`config.mk`:
```
export PLATFORM = sky130hd
export DESIGN_NAME = output_skew_control_regs
export DESIGN_NICKNAME = d
export VERILOG_FILES = /design/src/include/skew_regs_pkg.sv /design/src/pin_filter.sv /design/src/output_skew_control_regs.sv
export SDC_FILE = /design/constraint.sdc
export NUM_CORES = 1
export LEC_CHECK = 0
export BUFFER_PORTS_ARGS = -buffer_cell sky130_fd_sc_hd__clkbuf_2
export CAP_MARGIN = 20
export CELL_PAD_IN_SITES_DETAIL_PLACEMENT = 1
export CELL_PAD_IN_SITES_GLOBAL_PLACEMENT = 1
export CORE_MARGIN = 1
export CORE_UTILIZATION = 40
export DETAILED_ROUTE_END_ITERATION = 7
export GPL_ROUTABILITY_DRIVEN = 1
export PLACE_DENSITY = 0.8
export SYNTH_ARGS = -nofsm -noshare
export SYNTH_HDL_FRONTEND = slang
export SYNTH_SLANG_ARGS = --single-unit
```
`constraint.sdc`:
```
create_clock -name clk_i -period 7.99 [get_ports clk_i]
set_clock_uncertainty 0.15 [all_clocks]
set_input_delay 0.799 -clock clk_i [delete_from_list [all_inputs] [get_ports clk_i]]
set_output_delay 0.799 -clock clk_i [all_outputs]
set_load 0.01 [all_outputs]
```
`src/include/skew_regs_pkg.sv`:
```
// package for the output skew control registers and their serial port
package skew_regs_pkg;

    // ==========================================================
    // serial port addressing and framing
    localparam logic [6:0] SMB_ADDR     = 7'h6A;   // D4 write, D5 read
    localparam logic [3:0] BITS_PER_BYTE = 4'h8;
    localparam logic [7:0] PHASE_DATA0  = 8'h02;   // after command and count
    localparam logic [7:0] PHASE_MAX    = 8'hFF;
    localparam logic [7:0] READ_COUNT   = 8'h15;   // bytes 0..20 returned

    // ==========================================================
    // register indices, fields and reset values
    localparam logic [7:0] IDX_CMP_FB   = 8'h13;
    localparam logic [7:0] IDX_TRUE     = 8'h14;
    localparam logic [7:0] CFG_RESET    = 8'h00;
    localparam int         SKEW_HI      = 7;
    localparam int         SKEW_LO      = 4;
    localparam int         FB_HI        = 1;
    localparam int         FB_LO        = 0;

    // ==========================================================
    // types
    typedef enum logic [2:0] {ST_IDLE, ST_ADDR, ST_ACK, ST_WBYTE, ST_RBYTE, ST_RACK} smb_state_t;

    typedef struct packed {
        logic s1;
        logic s2;
        logic s3;
        logic filt;
    } sync_state_t;

    // skew selects and their decoded settings
    typedef struct packed {
        logic [3:0] complement_skew_sel;
        logic [3:0] true_skew_sel;
        logic [1:0] feedback_skew_sel;
        logic [9:0] complement_skew;
        logic [9:0] true_skew;
        logic [9:0] feedback_skew;
    } skew_cfg_t;

    typedef struct packed {
        smb_state_t state;
        logic [7:0] shift;
        logic [3:0] bitcnt;
        logic [7:0] phase;
        logic       rw;
        logic       scl_q;
        logic       sda_q;
        logic       sda_oe;
        logic       sda_out;
        logic [7:0] complement_and_feedback_skew;
        logic [7:0] true_output_skew;
        skew_cfg_t  skew;
    } core_state_t;

    // ==========================================================
    // seven-step skew code for the memory clock pairs
    function automatic logic [9:0] skew7_value(input logic [3:0] code);
        unique case (code)
            4'h4:    skew7_value = 10'h096;   // 150
            4'h8:    skew7_value = 10'h12C;   // 300
            4'hC:    skew7_value = 10'h1C2;   // 450
            4'hD:    skew7_value = 10'h258;   // 600
            4'hE:    skew7_value = 10'h2EE;   // 750
            4'hF:    skew7_value = 10'h384;   // 900
            default: skew7_value = 10'h000;   // 0000 and unlisted codes
        endcase
    endfunction : skew7_value

    // four-step skew code for the feedback pair
    function automatic logic [9:0] fb_value(input logic [1:0] code);
        unique case (code)
            2'h0: fb_value = 10'h000;
            2'h1: fb_value = 10'h0FA;   // 250
            2'h2: fb_value = 10'h1F4;   // 500
            2'h3: fb_value = 10'h2EE;   // 750
        endcase
    endfunction : fb_value

    function automatic logic [7:0] phase_bump(input logic [7:0] p);
        phase_bump = (p == PHASE_MAX) ? p : 8'(p + 8'h01);
    endfunction : phase_bump

endpackage : skew_regs_pkg

```
`src/pin_filter.sv`:
```
// three-stage pin synchroniser with agreement filter
`timescale 1ns/100ps
`default_nettype none
module pin_filter (
    // clock and reset
    input  wire logic clk_i,
    input  wire logic rst_n_i,
    // pin and filtered level
    input  wire logic pin_i,
    output logic      level_o
);
    import skew_regs_pkg::*;

    sync_state_t st_r;
    sync_state_t st_nxt;

    // ==========================================================
    // level only moves once stages two and three agree
    always_comb begin
        st_nxt    = st_r;
        st_nxt.s1 = pin_i;
        st_nxt.s2 = st_r.s1;
        st_nxt.s3 = st_r.s2;
        if (st_r.s2 == st_r.s3) begin
            st_nxt.filt = st_r.s3;
        end
    end

    // idle bus is high, so reset to ones to avoid a false edge
    always_ff @(posedge clk_i) begin
        if (!rst_n_i) begin
            st_r <= '1;
        end else begin
            st_r <= st_nxt;
        end
    end

    assign level_o = st_r.filt;

endmodule : pin_filter
`default_nettype wire

```
`src/output_skew_control_regs.sv`:
```
// skew configuration bytes with their block write / block read serial slave
`timescale 1ns/100ps
`default_nettype none
module output_skew_control_regs (
    // clock and reset
    input  wire logic                 clk_i,
    input  wire logic                 rst_n_i,
    // serial port pins
    input  wire logic                 scl_i,
    input  wire logic                 sda_i,
    output logic                      sda_o,
    output logic                      sda_oe_o,
    // delay line controls
    output skew_regs_pkg::skew_cfg_t  skew_o
);
    import skew_regs_pkg::*;

    core_state_t st_r;
    core_state_t st_nxt;
    logic        scl;
    logic        sda;
    logic        scl_rise;
    logic        scl_fall;
    logic        start_det;
    logic        stop_det;
    logic        wr_en;
    logic [7:0]  wr_idx;
    logic [7:0]  tx_byte;

    // ==========================================================
    // pin conditioning
    pin_filter u_scl (
        .clk_i   (clk_i),
        .rst_n_i (rst_n_i),
        .pin_i   (scl_i),
        .level_o (scl)
    );

    pin_filter u_sda (
        .clk_i   (clk_i),
        .rst_n_i (rst_n_i),
        .pin_i   (sda_i),
        .level_o (sda)
    );

    // ==========================================================
    // bus events from filtered levels
    assign scl_rise  = scl & ~st_r.scl_q;
    assign scl_fall  = ~scl & st_r.scl_q;
    assign start_det = scl & st_r.scl_q & st_r.sda_q & ~sda;
    assign stop_det  = scl & st_r.scl_q & ~st_r.sda_q & sda;
    assign wr_idx    = 8'(st_r.phase - PHASE_DATA0);

    // read map: count first, then byte n at phase n+1
    always_comb begin
        tx_byte = CFG_RESET;
        if (st_r.phase == 8'h00) begin
            tx_byte = READ_COUNT;
        end else if (8'(st_r.phase - 8'h01) == IDX_CMP_FB) begin
            tx_byte = st_r.complement_and_feedback_skew;
        end else if (8'(st_r.phase - 8'h01) == IDX_TRUE) begin
            tx_byte = st_r.true_output_skew;
        end
    end

    // ==========================================================
    // protocol engine and register update
    always_comb begin
        st_nxt         = st_r;
        st_nxt.scl_q   = scl;
        st_nxt.sda_q   = sda;
        st_nxt.sda_out = 1'b0;   // open drain: only ever pulls low
        wr_en          = 1'b0;
        if (start_det) begin
            st_nxt.state  = ST_ADDR;   // repeated start also lands here
            st_nxt.bitcnt = 4'h0;
            st_nxt.phase  = 8'h00;     // always restart at phase 0, the command or count byte
            st_nxt.sda_oe = 1'b0;
        end else if (stop_det) begin
            st_nxt.state  = ST_IDLE;   // bytes already stored stay
            st_nxt.sda_oe = 1'b0;
        end else begin
            unique case (st_r.state)
                ST_IDLE: begin
                end
                ST_ADDR, ST_WBYTE: begin
                    if (scl_rise) begin
                        st_nxt.shift  = {st_r.shift[6:0], sda};
                        st_nxt.bitcnt = 4'(st_r.bitcnt + 4'h1);
                    end else if (scl_fall && st_r.bitcnt == BITS_PER_BYTE) begin
                        if (st_r.state == ST_WBYTE) begin
                            // command and count are acked but dropped
                            wr_en         = (st_r.phase >= PHASE_DATA0);
                            st_nxt.phase  = phase_bump(st_r.phase);
                            st_nxt.sda_oe = 1'b1;
                            st_nxt.state  = ST_ACK;
                        end else if (st_r.shift[7:1] == SMB_ADDR) begin
                            st_nxt.rw     = st_r.shift[0];
                            st_nxt.sda_oe = 1'b1;
                            st_nxt.state  = ST_ACK;
                        end else begin
                            st_nxt.state  = ST_IDLE;   // not ours, stay off
                        end
                    end
                end
                ST_ACK: begin
                    // ack bit ends on the falling edge
                    if (scl_fall) begin
                        st_nxt.bitcnt = 4'h0;
                        if (st_r.rw) begin
                            st_nxt.shift  = tx_byte;
                            st_nxt.sda_oe = ~tx_byte[7];
                            st_nxt.phase  = phase_bump(st_r.phase);
                            st_nxt.state  = ST_RBYTE;
                        end else begin
                            st_nxt.sda_oe = 1'b0;
                            st_nxt.state  = ST_WBYTE;
                        end
                    end
                end
                ST_RBYTE: begin
                    if (scl_rise) begin
                        st_nxt.bitcnt = 4'(st_r.bitcnt + 4'h1);
                    end else if (scl_fall) begin
                        if (st_r.bitcnt == BITS_PER_BYTE) begin
                            st_nxt.sda_oe = 1'b0;   // let the host ack
                            st_nxt.state  = ST_RACK;
                        end else begin
                            st_nxt.shift  = {st_r.shift[6:0], 1'b0};
                            st_nxt.sda_oe = ~st_r.shift[6];
                        end
                    end
                end
                ST_RACK: begin
                    // a nack ends the read; the host then sends stop
                    if (scl_rise) begin
                        st_nxt.state = sda ? ST_IDLE : ST_ACK;
                    end
                end
                default: begin
                    st_nxt.state  = ST_IDLE;
                    st_nxt.sda_oe = 1'b0;
                end
            endcase
        end
        // only the two skew bytes hold storage; other indices are dropped
        if (wr_en && wr_idx == IDX_CMP_FB) begin
            st_nxt.complement_and_feedback_skew = st_r.shift;   // reserved 3:2 kept
        end
        if (wr_en && wr_idx == IDX_TRUE) begin
            st_nxt.true_output_skew = st_r.shift;   // reserved 3:0 kept
        end
        // decoded from next value so outputs stay registered
        st_nxt.skew.complement_skew_sel =
            st_nxt.complement_and_feedback_skew[SKEW_HI:SKEW_LO];
        st_nxt.skew.true_skew_sel       = st_nxt.true_output_skew[SKEW_HI:SKEW_LO];
        st_nxt.skew.feedback_skew_sel   =
            st_nxt.complement_and_feedback_skew[FB_HI:FB_LO];
        st_nxt.skew.complement_skew     =
            skew7_value(st_nxt.complement_and_feedback_skew[SKEW_HI:SKEW_LO]);
        st_nxt.skew.true_skew           =
            skew7_value(st_nxt.true_output_skew[SKEW_HI:SKEW_LO]);
        st_nxt.skew.feedback_skew       =
            fb_value(st_nxt.complement_and_feedback_skew[FB_HI:FB_LO]);
    end

    // all-zero reset gives zero skew and idle bus
    always_ff @(posedge clk_i) begin
        if (!rst_n_i) begin
            st_r       <= '0;
            st_r.scl_q <= 1'b1;   // idle bus levels, so no false edge after reset
            st_r.sda_q <= 1'b1;
        end else begin
            st_r <= st_nxt;
        end
    end

    assign sda_o    = st_r.sda_out;
    assign sda_oe_o = st_r.sda_oe;
    assign skew_o   = st_r.skew;

    // ==========================================================
    // checks
    cmp_skew_map_a: assert property (
        @(posedge clk_i) disable iff (!rst_n_i)
        skew_o.complement_skew ==
            skew7_value(st_r.complement_and_feedback_skew[SKEW_HI:SKEW_LO]))
        else $error("complement skew does not match byte 19");

    true_skew_map_a: assert property (
        @(posedge clk_i) disable iff (!rst_n_i)
        skew_o.true_skew == skew7_value(skew_o.true_skew_sel))
        else $error("true skew does not match its select");

    fb_skew_map_a: assert property (
        @(posedge clk_i) disable iff (!rst_n_i)
        skew_o.feedback_skew == fb_value(st_r.complement_and_feedback_skew[FB_HI:FB_LO]))
        else $error("feedback skew does not match byte 19");

    reset_zero_a: assert property (
        @(posedge clk_i)
        $rose(rst_n_i) |-> (st_r.complement_and_feedback_skew == CFG_RESET
                            && st_r.true_output_skew == CFG_RESET
                            && skew_o.complement_skew == 10'h000 && !sda_oe_o))
        else $error("skew bytes not zero after reset");

    full_byte_store_a: assert property (
        @(posedge clk_i) disable iff (!rst_n_i)
        (wr_en && wr_idx == IDX_TRUE) |=> st_r.true_output_skew == $past(st_r.shift))
        else $error("byte 20 not stored whole");

    addr_ack_a: assert property (
        @(posedge clk_i) disable iff (!rst_n_i)
        (st_r.state == ST_ADDR && scl_fall && st_r.bitcnt == BITS_PER_BYTE
         && st_r.shift[7:1] == SMB_ADDR && !start_det && !stop_det)
        |=> (sda_oe_o && st_r.state == ST_ACK))
        else $error("own address not acknowledged");

    read_release_a: assert property (
        @(posedge clk_i) disable iff (!rst_n_i)
        (st_r.state == ST_RACK) |-> !sda_oe_o)
        else $error("device drives data line during host ack");

    stop_idle_a: assert property (
        @(posedge clk_i) disable iff (!rst_n_i)
        (stop_det && !start_det) |=> (st_r.state == ST_IDLE && !sda_oe_o))
        else $error("stop did not return to idle");

    write_cfg_c: cover property (
        @(posedge clk_i) disable iff (!rst_n_i) wr_en && wr_idx == IDX_CMP_FB);
    read_byte_c: cover property (
        @(posedge clk_i) disable iff (!rst_n_i) st_r.state == ST_RACK ##[1:400] scl_rise && !sda);
    max_skew_c: cover property (
        @(posedge clk_i) disable iff (!rst_n_i) skew_o.true_skew_sel == 4'hF);
    restart_c: cover property (
        @(posedge clk_i) disable iff (!rst_n_i) start_det && st_r.state == ST_WBYTE);

endmodule : output_skew_control_regs
`default_nettype wire

```
=== After elaboration in Yosys (flattened, before gate mapping) ===
Index checks and enable logic that the tools add are counted.

* Memory bits (read-only): 0
* RAM bits: 0
* Memories kept: 0
* Logic and storage cells: 172
* Register bits after elaboration: 88
* Bits in latches: 0
* Input bits: 4

* Divide/modulo/power cells: 0
* Multiplexer cells: 51
* Shifts and indexed selects: 0
* Reduce and logical (&&, ||, !) cells: 19
* Equality and inequality tests: 50
* Magnitude comparators: 1
* $add $sub $neg: 4
* $mul: 0
* Bitwise operators: 20

{| class="wikitable"
|+ Operator list
! cell !! number
|-
| $pmux 10 s6 || 2
|-
| $mux 8 || 10
|-
| $eq 4x4->1 const B || 11
|-
| $pmux 10 s4 || 1
|-
| $pmux 12 s3 || 1
|-
| $eq 8x5->1 const B || 4
|-
| $ne 4x4->1 const B || 7
|-
| $ne 2x2->1 const B || 12
|-
| $mux 23 || 1
|-
| $mux 11 || 2
|-
| $reduce_and 7->1 || 3
|-
| $mux 1 || 19
|-
| $mux 9 || 2
|-
| $pmux 8 s2 || 1
|-
| $reduce_and 8->1 || 2
|-
| $mux 3 || 5
|-
| $pmux 3 s5 || 1
|-
| $not 1->1 || 13
|-
| $mux 12 || 1
|-
| $reduce_and 9->1 || 1
|-
| $add 8x1->8 const B || 1
|-
| $eq 4x3->1 const B || 2
|-
| $eq 8x8->1 const B || 1
|-
| $ge 8x2->1 const B || 1
|-
| 24 further kinds || 41
|}

=== Depth between registers and ports, before layout ===
Gate-level depths: netlist (run 1).

* Word-level depth: 12
* Depth in mapped cells: 12

=== Cells and area by module ===
A second synthesis (run 1) with hierarchy kept.

* Cells, all modules: 492
* Area, all modules: 4090.2 µm²

{| class="wikitable"
|+ By module, submodules not included
! module !! area each (µm²) !! cells an instance !! instances
|-
| output_skew_control_regs || 3865.0 || 472 || 1
|-
| pin_filter || 112.6 || 10 || 2
|}

=== Worst setup path before layout (run 1) ===
Ideal clock, no wire load.

* Path type: register to register
* Start: register st_r[63] (netlist bit)
* End: register st_r (netlist bit skew_o[12])
* Period minus slack after synthesis: 2.624 ns
* Data required time: 7.723 ns
* Path slack: 5.366 ns
* Stages on the path, launching flop included: 13
* Buffers on the path: 3
* Arrival: 2.357 ns
* Setup time: 0.117 ns
* Cells stage by stage: dfxtp_1 buf_2 inv_1 ha_1 nor4bb_1 a21oi_1 o21ai_0 and4b_1 buf_6 buf_4 mux2i_1 inv_1 a32o_1

* Word-level cells in the longest chain between the ends: 11
* Elaborated cells between the ends (all ways): 18
* Those cells by class: add/sub (1); order compare (1); eq/ne (7); mux (8); reduce/logical (1)

{| class="wikitable"
|+ RTL lines
! element !! RTL line !! RTL
|-
| from (decl) || output_skew_control_regs.sv:18 || <nowiki>core_state_t st_r;</nowiki>
|-
| from (signal assigned) || output_skew_control_regs.sv:174 || <nowiki>st_r <= st_nxt;</nowiki>
|-
| $ge 8x2->1 || output_skew_control_regs.sv:93 || <nowiki>wr_en = (st_r.phase >= PHASE_DATA0);</nowiki>
|-
| $mux 1 || output_skew_control_regs.sv:91 || <nowiki>if (st_r.state == ST_WBYTE) begin</nowiki>
|-
| $mux 1 || output_skew_control_regs.sv:90 || <nowiki>end else if (scl_fall && st_r.bitcnt == BITS_PER_BYTE) begin</nowiki>
|-
| $mux 1 || output_skew_control_regs.sv:87 || <nowiki>if (scl_rise) begin</nowiki>
|-
| $mux 1 || output_skew_control_regs.sv:83 || <nowiki>unique case (st_r.state)</nowiki>
|-
| $mux 1 || output_skew_control_regs.sv:79 || <nowiki>end else if (stop_det) begin</nowiki>
|-
| $mux 1 || output_skew_control_regs.sv:74 || <nowiki>if (start_det) begin</nowiki>
|-
| $logic_and 1x1->1 * || output_skew_control_regs.sv:150 || <nowiki>if (wr_en && wr_idx == IDX_TRUE) begin</nowiki>
|-
| $mux 8 * || output_skew_control_regs.sv:150 ||
|-
| $eq 4x4->1 or $eq 4x3->1 (tied branches) || skew_regs_pkg.sv:61 || <nowiki>unique case (code)</nowiki>
|-
| $pmux 10 s6 * || skew_regs_pkg.sv:61 ||
|}

Mark *: on every way between the ends. The rest lies on a longest branch, timed or not.
A chain may end at the register's enable or synchronous reset.

=== Worst setup path in the final report (run 1) ===
* Start: register st_r[63] (netlist bit)
* End: register st_r (netlist bit skew_o[17])

Same word-level chain as after synthesis.

==> out/qor.yml, run 1 <==
post_synth_xor_area_fraction_pct: 3.97
holdPathEnd: "u_sda.st_nxt[1]"
die_height_um: 104
postSynth.asyncResetShare_pct: 0
total_clock_buffers_created_by_cts: 9
root_buffer_cell: "clkbuf_8"
setup.worst_path.end_class: "flop"
area_fraction_in_and_or_nand_and_nor_cells_after_synthesis_pct: 24.9
clock_sink_count: 74
critical_path_s_slowest_cell: "and4b_1"
overflow: 0
width_of_the_die_um: 104
timing.final.hold_violations: 0
count_of_flip_flops_with_a_built_in_enable_after_synthesis: 0
io_buffers: 41
synth-seq-cells: 74
gp_routability_congestion: 0.913
cp_slowest_stage_delay_ns: 0.83
startpoint: "st_r[63]"
grt_pass1_vias: 3400
critPathKind: "reg -> reg"
grt_setup_unrepaired: "no"
synth_cells: 496
routed_via_density: 5.33
slew_headroom_pct: 34.5
worst_hold_path.num_cells: 1
clk_transition_reported_paths_ns: 0.08
crit_arrival_ns: 3.54
synth-warning-count: 0
crit_path_cell_trace: "inv_1 -> ha_1 -> nor4bb_1 -> a21oi_1 -> o21ai_0 -> and4b_1 -> mux2i_1 -> o21ai_0 -> and2_1"
fin_nets: 498
htree_num_levels: 3
r2r-end: "skew_o[17]"
crit_path_frequent_cell: "o21ai_0"
tns_ns: 0
num-fill-cells: 1231
synth-compound-area-share_pct: 13.9
grt_pass1_wl_mm: 16.4
clk-insertion-delay-late_ns: 0.35
cts_tree: "built"
finalPower_mw: 0.688
ctsResizeCount: 0
finalSetupViolations: 0
reg2reg_from: "st_r[63]"
ff2ff_path_depth: 9
layout_min_cycle_time_ns: 3.43
io_pins: 46
slew_viol_final: 0
syn_to_final_growth_pct: 3.94
number_of_hold_buffers_added_after_cts: 0
placement.setup.worst_slack_ns: 4.56
crit_family: "simple AND/OR/NAND/NOR gates"
drt-initial-drc-count: 119
final_critical_path_setup_slack_ns: 4.56
core-area_um2: 10200
synth_largest_area_cell: "dfxtp_1"
power_density_nw_per_um2: 158
cts_post_setup_buffers_inserted: 0
antenna-diode-count: 0
ys_seq_area_share_pct: 35.3
finalCoreUtilization_pct: 42.6
detail_route.first_pass.iterations: 4
synth_top_family_by_area: "simple AND/OR/NAND/NOR gates"
dr_total_vias: 3318
dpl.hpwl_mm: 6.64
worst-slew-pin-transition_ns: 0.983
yosys_most_used_dff: "dfxtp_1"
wl_mm: 9.45
yosys-mux-area-fraction_pct: 6.12
critPathRequiredTime_ns: 8.09
max-vdd-ir-drop_uv: 69.3
crit_buf_inv: 1
yosysUniqueCellTypes: 61
synth-adder-area-share_pct: 3.88
drive_gt1_share_pct: 14.0
syn_area_per_cell_um2: 8.46
crit_path_max_fanout: 16
post_synth_instance_area_um2: 4190
gr-usage-all-layers_pct: 18.6
die-area_um2: 10900
clock_tree.buffer_depth: 2
drt.antenna.violating_nets: 0
num_rows: 37
grt_start_max_net_pins: 57
start_util_pct: 41.0
finalCritPeriodShare_pct: 43.0
worstSetupStartpointType: "flop"
synth_area_leaders: "dfxtp_1 (35%), buf_4 (7.5%), mux2i_1 (5.3%), ha_1 (3.9%), nor2_1 (3.5%)"
route.detailed.wl_per_inst_um: 15.2
setup.reg_to_reg.worst_slack_ns: 4.56
p_leak_nw: 1.74
max_freq_ghz: 0.291
max_cap_violations: 0
worst_hold_startpoint: "u_sda.st_nxt[2]"
worstSetupPathDepth: 9
result_of_the_run: "finished clean"
antenna_violations_before_repair: 0
post-route-drc-count: 0
worstHoldPathType: "reg -> reg"
synth_top_area_share_pct: 35.3
-- per-stage QoR --
stage / hold slack [ns] / cell area [um^2] / cells
floorplan: 0.236 / 4210 / 499
global placement: 0.243 / 4140 / 605
detailed placement: 0.252 / 4140 / 605
CTS: 0.270 / 4350 / 621
global route: 0.282 / 4360 / 622
finish: 0.263 / 4360 / 622
-- state kept, by name, summed over array words and instances (netlist names) --
register / count
st_r: 42
skew_o: 23
u_scl.st_nxt: 2
u_sda.st_nxt: 2
sda_oe_o: 1
u_scl.level_o: 1
u_scl.st_r: 1
u_sda.level_o: 1
u_sda.st_r: 1
-- placed cells by master (no fill, tap or decap), types with 5 or more instances in the layout --
| cell type | count |
|---|---|
| nand3_1 | 8 |
| nand2_1 | 36 |
| ha_1 | 13 |
| inv_1 | 12 |
| clkbuf_8 | 11 |
| clkbuf_2 | 41 |
| xor2_1 | 9 |
| dfxtp_1 | 74 |
| mux2i_1 | 22 |
| and2_1 | 16 |
| o211ai_1 | 7 |
| a21oi_1 | 17 |
| a221oi_1 | 5 |
| o21ai_0 | 25 |
| nand2b_1 | 17 |
| nor2_1 | 39 |
| and3_1 | 15 |
| nor2b_1 | 22 |
| nor3_1 | 12 |
| xnor2_1 | 10 |
-- where the power goes --
| group | total [mW] | internal, mW | leakage, nW | switching (mW) |
|---|---|---|---|---|
| Combinational | 0.00983 | 0.00341 | 1.05 | 0.00642 |
| Sequential | 0.370 | 0.370 | 0.597 | 0.000617 |
| Clock | 0.308 | 0.162 | 0.0982 | 0.146 |
| Total | 0.688 | 0.535 | 1.74 | 0.153 |
-- layout make-up --
class	count	area (um^2)	share of cell area, %
repair buffers	43	220	5.05
flip-flops and latches	74	1480	34.0
multi-input cells	341	2230	51.1
well taps	136	170	3.90
inverters	12	45.0	1.03
clock buffers	11	151	3.47
clock inverters	5	61.3	1.41
-- cells in the mapped netlist (all sizes together) (4+ instances only) --
cell type,instances
ha,13
o211ai,7
inv,12
nand3,9
o21ai,25
a21oi,17
clkbuf,22
nor2b,23
buf,50
xor2,9
nand2,36
nand2b,18
dfxtp,74
xnor2,10
mux2i,23
a22oi,4
a221oi,5
and3,15
nor2,39
nor3,12
and2,16
nand3b,4
a211oi,4
-- cell families (layout without fill, tap and decap cells) --
logic type,count (synthesis),after routing
compound gates,87,87
xor+xnor,19,19
fa+ha+maj,13,13
buf+inv,84,71
flops,74,74
mux,25,25
other cells,1,4
simple gates,193,193
-- layer usage --
metal / wire length [um] / global-route usage (%) / vias to the layer above / share of wire [%]
met5: 0 / 0 / - / 0
met4: 191 / 8.16 / 0 / 2.0
met3: 288 / 4.32 / 18 / 3.0
met2: 4590 / 31.5 / 57 / 49
met1: 4390 / 22.4 / 1614 / 46
li1: - / - / 1629 / -
-- worst max path at each step --
| stage | to | slack, ns |
|---|---|---|
| floorplan | skew_o[12] | 5.37 |
| global placement | skew_o[17] | 4.81 |
| detailed placement | skew_o[17] | 4.56 |
| CTS | skew_o[17] | 4.56 |
| global route | skew_o[17] | 4.22 |
| finish | skew_o[17] | 4.56 |
-- worst register-to-register path, delay by kind of cell (launching register included) --
family,cells,cell delay [ns]
AOI/OAI and AO/OA,3,0.50
buffers and inverters,1,0.18
adders and majority gates,1,0.25
and+or+nand+nor,3,1.31
muxes,1,0.54
DFF,1,0.42
Note: power is estimated with default switching activity, not from simulation.
==> inputs of run 2 (changes only) <==
- ABC_AREA: unset -> 1
- PLACE_DENSITY: 0.8 -> 0.83
- clock period: 7.99 -> 3.35 ns (I/O delays scaled with it)
==> run 2 against run 1 <==
  * Die area is 1.3% lower
  * Worst hold slack better by 0.014 ns
  * First-iteration DRC count is 36% higher
  * Register-to-register slack worse by 3.9 ns
  * Clock-buffer cell count is 2 lower
  * Via count is 9.8% higher
  * Final area is 1.7% higher
  * Largest power group is now the clock network
==> out/qor.yml, run 2 <==
worstHoldPathType: "reg -> reg"
area_fraction_in_and_or_nand_and_nor_cells_after_synthesis_pct: 32.1  # +7.2 points
synth_top_family_by_area: "simple AND/OR/NAND/NOR gates"
post_synth_xor_area_fraction_pct: 0.846  # -3.1 points
dpl.hpwl_mm: 7.90  # +19%
num_rows: 36  # -2.7%
grt_pass1_wl_mm: 18.2  # +11%
grt_pass1_vias: 3777  # +11%
power.switching_fraction_pct: 21.7  # -0.52 points
start_util_pct: 41.8  # +0.79 points
yosys_most_used_dff: "dfxtp_1"
p_sw_mw: 0.406  # +170%
timing.final.hold_violations: 0  # unchanged
antenna-diode-count: 0  # unchanged
power.share.combinational_pct: 2.3  # +0.9 points
synth-compound-area-share_pct: 11.7  # -2.3 points
power_density_nw_per_um2: 422  # +170%
core-area_um2: 9910  # -3.1%
largest_reg_flops: 42  # unchanged
worst_hold_path.num_cells: 1  # unchanged
power.share.clock_pct: 50.3  # +5.5 points
htree_num_levels: 3  # unchanged
layout_min_cycle_time_ns: 2.71  # -0.719 ns
antenna_violations_before_repair: 0  # unchanged
sequentialPowerShare_pct: 47.4  # -6.4 points
route.detailed.wl_per_inst_um: 14.9  # -2.1%
critPathKind: "reg -> reg"
width_of_the_die_um: 104  # -0.63%
io_buffers: 41  # unchanged
finalSetupViolations: 0  # unchanged
grt_setup_unrepaired: "no"
max-vdd-ir-drop_uv: 202  # +190%
synth_largest_area_cell: "dfxtp_1"
overflow: 0  # unchanged
worst-slew-pin-transition_ns: 0.668  # -0.315 ns
clock_sink_count: 74  # unchanged
yosysUniqueCellTypes: 36  # -41%
crit_path_max_fanout: 16  # unchanged
ys_seq_area_share_pct: 35.8  # +0.46 points
setup.reg_to_reg.worst_slack_ns: 0.64  # -3.92 ns
slew_viol_final: 0  # unchanged
clock_tree.buffer_depth: 2  # unchanged
post_synth_instance_area_um2: 4140  # -1.3%
setup.worst_path.end_class: "flop"
gp_routability_congestion: 0.839  # -8.1%
crit_arrival_ns: 2.81  # -0.73 ns
intPower_mw: 1.47  # +170%
synth-adder-area-share_pct: 3.93  # +0.050 points
synth_area_leaders: "dfxtp_1 (36%), nand2_1 (11%), buf_4 (7.4%), inv_1 (6.0%), a21oi_1 (5.3%)"
max_cap_violations: 0  # unchanged
wl_mm: 10.7  # +13%
clk_transition_reported_paths_ns: 0.08  # about the same
cts_tree: "built"
synth-warning-count: 0  # unchanged
ys_top_cells_by_count: "nand2_1 (116), dfxtp_1 (74), inv_1 (66)"
root_buffer_cell: "clkbuf_8"
die_height_um: 104  # -0.63%
synth_most_common_cell: "nand2_1"
p_leak_nw: 1.98  # +14%
drt.antenna.violating_nets: 0  # unchanged
synth-seq-cells: 74  # unchanged
finalCritPeriodShare_pct: 81.0  # +38 points
fin_worst_hold_slack_ns: 0.276  # +0.0139 ns
final_cell_mix: "nand2_1 (116), dfxtp_1 (74), inv_1 (66), nor2_1 (52), a21oi_1 (44)"
result_of_the_run: "finished clean"
ctsResizeCount: 0  # unchanged
synth_cells: 576  # +16%
io_pins: 46  # unchanged
count_of_flip_flops_with_a_built_in_enable_after_synthesis: 0  # unchanged
detail_route.first_pass.iterations: 4  # unchanged
post-route-drc-count: 0  # unchanged
dr_total_vias: 3644  # +9.8%
worstSetupStartpointType: "flop"
layout_commonest_cell: "nand2_1"
routed_via_density: 5.07  # -5.0%
slew_headroom_pct: 55.3  # +21 points
register_containing_the_most_flip_flops_in_the_final_layout: "st_r"
grt_start_max_net_pins: 33  # -42%
gr-usage-all-layers_pct: 20.9  # +2.3 points
drive_gt1_share_pct: 18.3  # +4.3 points
yosys-mux-area-fraction_pct: 0  # -6.1 points
max_freq_ghz: 0.368  # +27%
fin_nets: 599  # +20%
total_clock_buffers_created_by_cts: 9  # unchanged
drt-initial-drc-count: 162  # +36%
die-area_um2: 10800  # -1.3%
tns_ns: 0  # unchanged
critPathRequiredTime_ns: 3.44  # -4.65 ns
syn_to_final_growth_pct: 7.04
clk-insertion-delay-late_ns: 0.36  # about the same
postSynth.asyncResetShare_pct: 0  # unchanged
ff2ff_path_depth: 11  # +2
syn_area_per_cell_um2: 7.19  # -15%
synth_top_area_share_pct: 35.8  # +0.46 points
run 2: routing by layer:
| layer | GRT usage, % | routed length (um) |
|---|---|---|
| met2 | 36.2 | 5250 |
| met1 | 25.4 | 4790 |
| met3 | 3.02 | 384 |
| met4 | 9.59 | 279 |
| met5 | 0 | 0 |
run 2: logic make-up (layout without fill, tap and decap cells):
logic type | after synthesis | after routing
and+or+nand+nor | 271 | 271
AOI/OAI and AO/OA | 90 | 90
other | 1 | 4
xor gates and xnor gates | 4 | 4
buffers and inverters | 123 | 130
DFF | 74 | 74
adders and majority gates | 13 | 13
run 2: power groups by stage:
stage	combinational [mW]	sequential (mW)	clock [mW]
floorplan	0.0331	0.907	0
global placement	0.0402	0.908	0
detailed placement	0.0414	0.908	0
CTS	0.0436	0.887	0.955
global route	0.0487	0.888	0.996
finish	0.0438	0.887	0.941
run 2: timing repair:
action                    CTS  global route
hold endpoints to repair    2             0
hold buffers                2             0
setup buffers               0             0
run 2: final cells by class:
type	count	area, um^2
Timing Repair Buffer	44	233
Multi-Input combinational cell	382	2020
Clock inverter	6	138
Fill cell	1283	5480
Inverter	71	267
Tap cell	133	166
Clock buffer	9	124
Sequential cell	74	1480
run 2: worst max-delay path: stages, from the launching register on:
cell and delay [ns]:
dfxtp_1 0.35, inv_1 0.25, ha_1 0.35, nand3_1 0.11
nand2_1 0.13, nand3_4 0.11, nor2_8 0.24, nand2_4 0.17
o21ai_1 0.29, inv_1 0.11, ha_1 0.29, nor2_1 0.04
run 2: final timing paths:
path                                       from              end
worst min-delay path            u_sda.st_nxt[2]  u_sda.st_nxt[1]
worst min register to register  u_sda.st_nxt[2]  u_sda.st_nxt[1]
worst max register to register         st_r[62]        skew_o[4]
worst max-delay path                   st_r[62]        skew_o[4]
run 2: metrics by stage:
stage               util (%)  power [mW]  area, um^2  instances  setup slack (ns)
global route            44.7        1.93        4430        719             0.372
detailed placement      41.9       0.949        4150        702             0.674
global placement        41.9       0.948        4150        702             0.812
finish                  44.7        1.87        4430        719             0.636
CTS                     44.7        1.89        4430        719             0.636
floorplan                  -       0.940        4150        579             0.842
==> inputs of run 3 (changes only) <==
- ABC_AREA: 1 -> 0
- clock period: 3.35 -> 2.3 ns (I/O delays scaled with it)
==> run 3 against run 2 <==
  * The run now ends with negative setup slack left
  * Utilization up 5.9 points
  * Setup slack worse by 0.89 ns
  * Clock power up 14%
  * Routed wire length up 13%
  * Largest power group is now registers
  * Sequential share of layout area down 4.7 points
  * First-iteration DRC count down 36%
  * Final cell count down 4.7%
  * Clock-buffer cell count unchanged
  * Sequential power up 45%
  * Register-to-register slack worse by 0.89 ns
==> out/qor.yml, run 3 (synthesis gave the netlist of run 1 again) <==
result_of_the_run: "finished, violations left"
violations_in_the_final_reports: "negative setup slack"
critPathKind: "reg -> reg"
layout_min_cycle_time_ns: 2.56  # -0.156 ns
wl_mm: 12.1  # +13%
core-area_um2: 10200  # +3.2%
io_pins: 46  # unchanged
crit_arrival_ns: 2.72  # -0.09 ns
num_rows: 37  # +2.8%
detail_route.first_pass.iterations: 4  # unchanged
width_of_the_die_um: 104  # +0.64%
layout_commonest_cell: "dfxtp_1"
gr-usage-all-layers_pct: 22.5  # +1.6 points
overflow: 0  # unchanged
fin_nets: 561  # -6.3%
post-route-drc-count: 0  # unchanged
clock_sink_count: 74  # unchanged
gp_routability_congestion: 0.930  # +11%
final_critical_path_setup_slack_ns: -0.258  # -0.894 ns
max_freq_ghz: 0.391  # +6.1%
dpl.hpwl_mm: 7.65  # -3.2%
worst-slew-pin-transition_ns: 0.574  # -0.0940 ns
crit_path_max_fanout: 6  # -10
grt_pass1_wl_mm: 19.4  # +6.7%
critPathRequiredTime_ns: 2.46  # -0.98 ns
root_buffer_cell: "clkbuf_8"
reg2reg_from: "st_r[69]"
largest_reg_flops: 42  # unchanged
finalCritPeriodShare_pct: 111  # +30 points
antenna_violations_before_repair: 0  # unchanged
drive_gt1_share_pct: 32.6  # +14 points
total_clock_buffers_created_by_cts: 9  # unchanged
holdPathEnd: "skew_o[29]"
max-vdd-ir-drop_uv: 328  # +62%
cts_tree: "built"
antenna-diode-count: 0  # unchanged
die_height_um: 104  # +0.64%
grt_setup_unrepaired: "yes"
syn_to_final_growth_pct: 23.5
dr_total_vias: 3689  # +1.2%
tns_ns: -3.43  # -3.43 ns
r2r-end: "skew_o[13]"
drt.antenna.violating_nets: 0  # unchanged
setup.reg_to_reg.worst_slack_ns: -0.26  # -0.89 ns
power_density_nw_per_um2: 462  # +9.5%
timing.final.hold_violations: 0  # unchanged
drt-initial-drc-count: 103  # -36%
clk-insertion-delay-late_ns: 0.37  # about the same
ff2ff_path_depth: 11  # unchanged
placement.setup.worst_slack_ns: -0.263  # -0.937 ns
worst_hold_path.num_cells: 2  # +1
finalSetupViolations: 26  # +26
worstHoldPathType: "in -> reg"
start_util_pct: 41.0  # -0.79 points
final_cell_mix: "dfxtp_1 (69), buf_4 (53), clkbuf_2 (41), nor2_1 (37), nand2_1 (35)"
worstSetupStartpointType: "flop"
die-area_um2: 10900  # +1.3%
route.detailed.wl_per_inst_um: 17.7  # +19%
slew_headroom_pct: 61.6  # +6.3 points
worst_hold_startpoint: "rst_n_i"
grt_start_max_net_pins: 27  # -18%
register_containing_the_most_flip_flops_in_the_final_layout: "st_r"
setup.worst_path.end_class: "flop"
max_cap_violations: 0  # unchanged
slew_viol_final: 0  # unchanged
clock_tree.buffer_depth: 2  # unchanged
routed_via_density: 5.39  # +6.3%
grt_pass1_vias: 3882  # +2.8%
clk_transition_reported_paths_ns: 0.09  # about the same
io_buffers: 41  # unchanged
htree_num_levels: 3  # unchanged
p_leak_nw: 2.13  # +7.3%
==> run 3: changes by cell type in the layout (fill, tap and decap cells not counted), sizes merged, moves of 6 or more <==
cell,before,now
o21ai,31,25
inv,72,14
nand2,135,36
and2,0,16
nand2b,0,18
and3,0,15
xor2,2,9
a21oi,44,17
nor2,68,39
mux2i,0,23
xnor2,2,10
buf,1,62
nand3,41,9
nor2b,0,23
==> run 3: what timing repair did <==
item | 4_1_cts | 5_1_grt
gates resized for setup | 39 | 27
gates cloned | 1 | 1
buffers inserted | 8 | 5
pin swaps | 13 | 18
setup endpoints to repair | 28 | 47
endpoints found under the hold margin | 2 | 0
hold buffers | 2 | 0
==> run 3: stage by stage <==
stage | cells | hold WS [ns] | area (um^2) | utilization, % | power (mW)
floorplan | 499 | 0.181 | 4240 | - | 1.35
global placement | 653 | 0.241 | 4550 | 44.5 | 1.35
detailed placement | 653 | 0.251 | 4550 | 44.5 | 1.35
global route | 685 | 0.271 | 5180 | 50.6 | 2.48
finish | 685 | 0.253 | 5180 | 50.6 | 2.40
CTS | 680 | 0.216 | 5020 | 49.0 | 2.41
==> run 3: power by group <==
group          internal, mW  switching, mW  total (mW)
combinational        0.0172         0.0251      0.0423
sequential             1.28        0.00175        1.29
clock                 0.511          0.556        1.07
==> run 3: worst max-delay path by stage <==
stage / start / end / slack, ns / cells after the start
floorplan: st_r[70] / skew_o[12] / -0.14 / 11
global placement: st_r[70] / skew_o[21] / -0.18 / 9
detailed placement: st_r[70] / skew_o[14] / -0.26 / 10
CTS: st_r[63] / skew_o[14] / -0.18 / 10
global route: st_r[70] / skew_o[17] / -0.35 / 10
finish: st_r[69] / skew_o[13] / -0.26 / 11
==> run 3: critical path, stage by stage, from the launching register on <==
cell and delay (ns):
dfxtp_2 0.33, inv_2 0.06, ha_4 0.13, and3b_2 0.21, nand2b_4 0.07, a2111oi_4 0.37, and4b_2 0.34, buf_12 0.16
buf_6 0.12, mux2i_4 0.25, nand2b_4 0.16, and3_4 0.17
==> run 3: routing by layer <==
metal	routed length [um]	up-vias	global-route usage [%]
li1	-	1756	-
met1	5000	1818	25.6
met2	6400	86	40.6
met3	370	29	4.14
met4	327	0	9.90
met5	0	-	0
==> run 3: cell type report <==
cell class | instances | area (um^2)
fill | 1199 | 5050
multi-input combinational | 341 | 2500
sequential | 74 | 1490
timing repair buffer | 106 | 771
tap | 136 | 170
clock buffer | 9 | 124
clock inverter | 7 | 77.6
inverter | 12 | 45.0
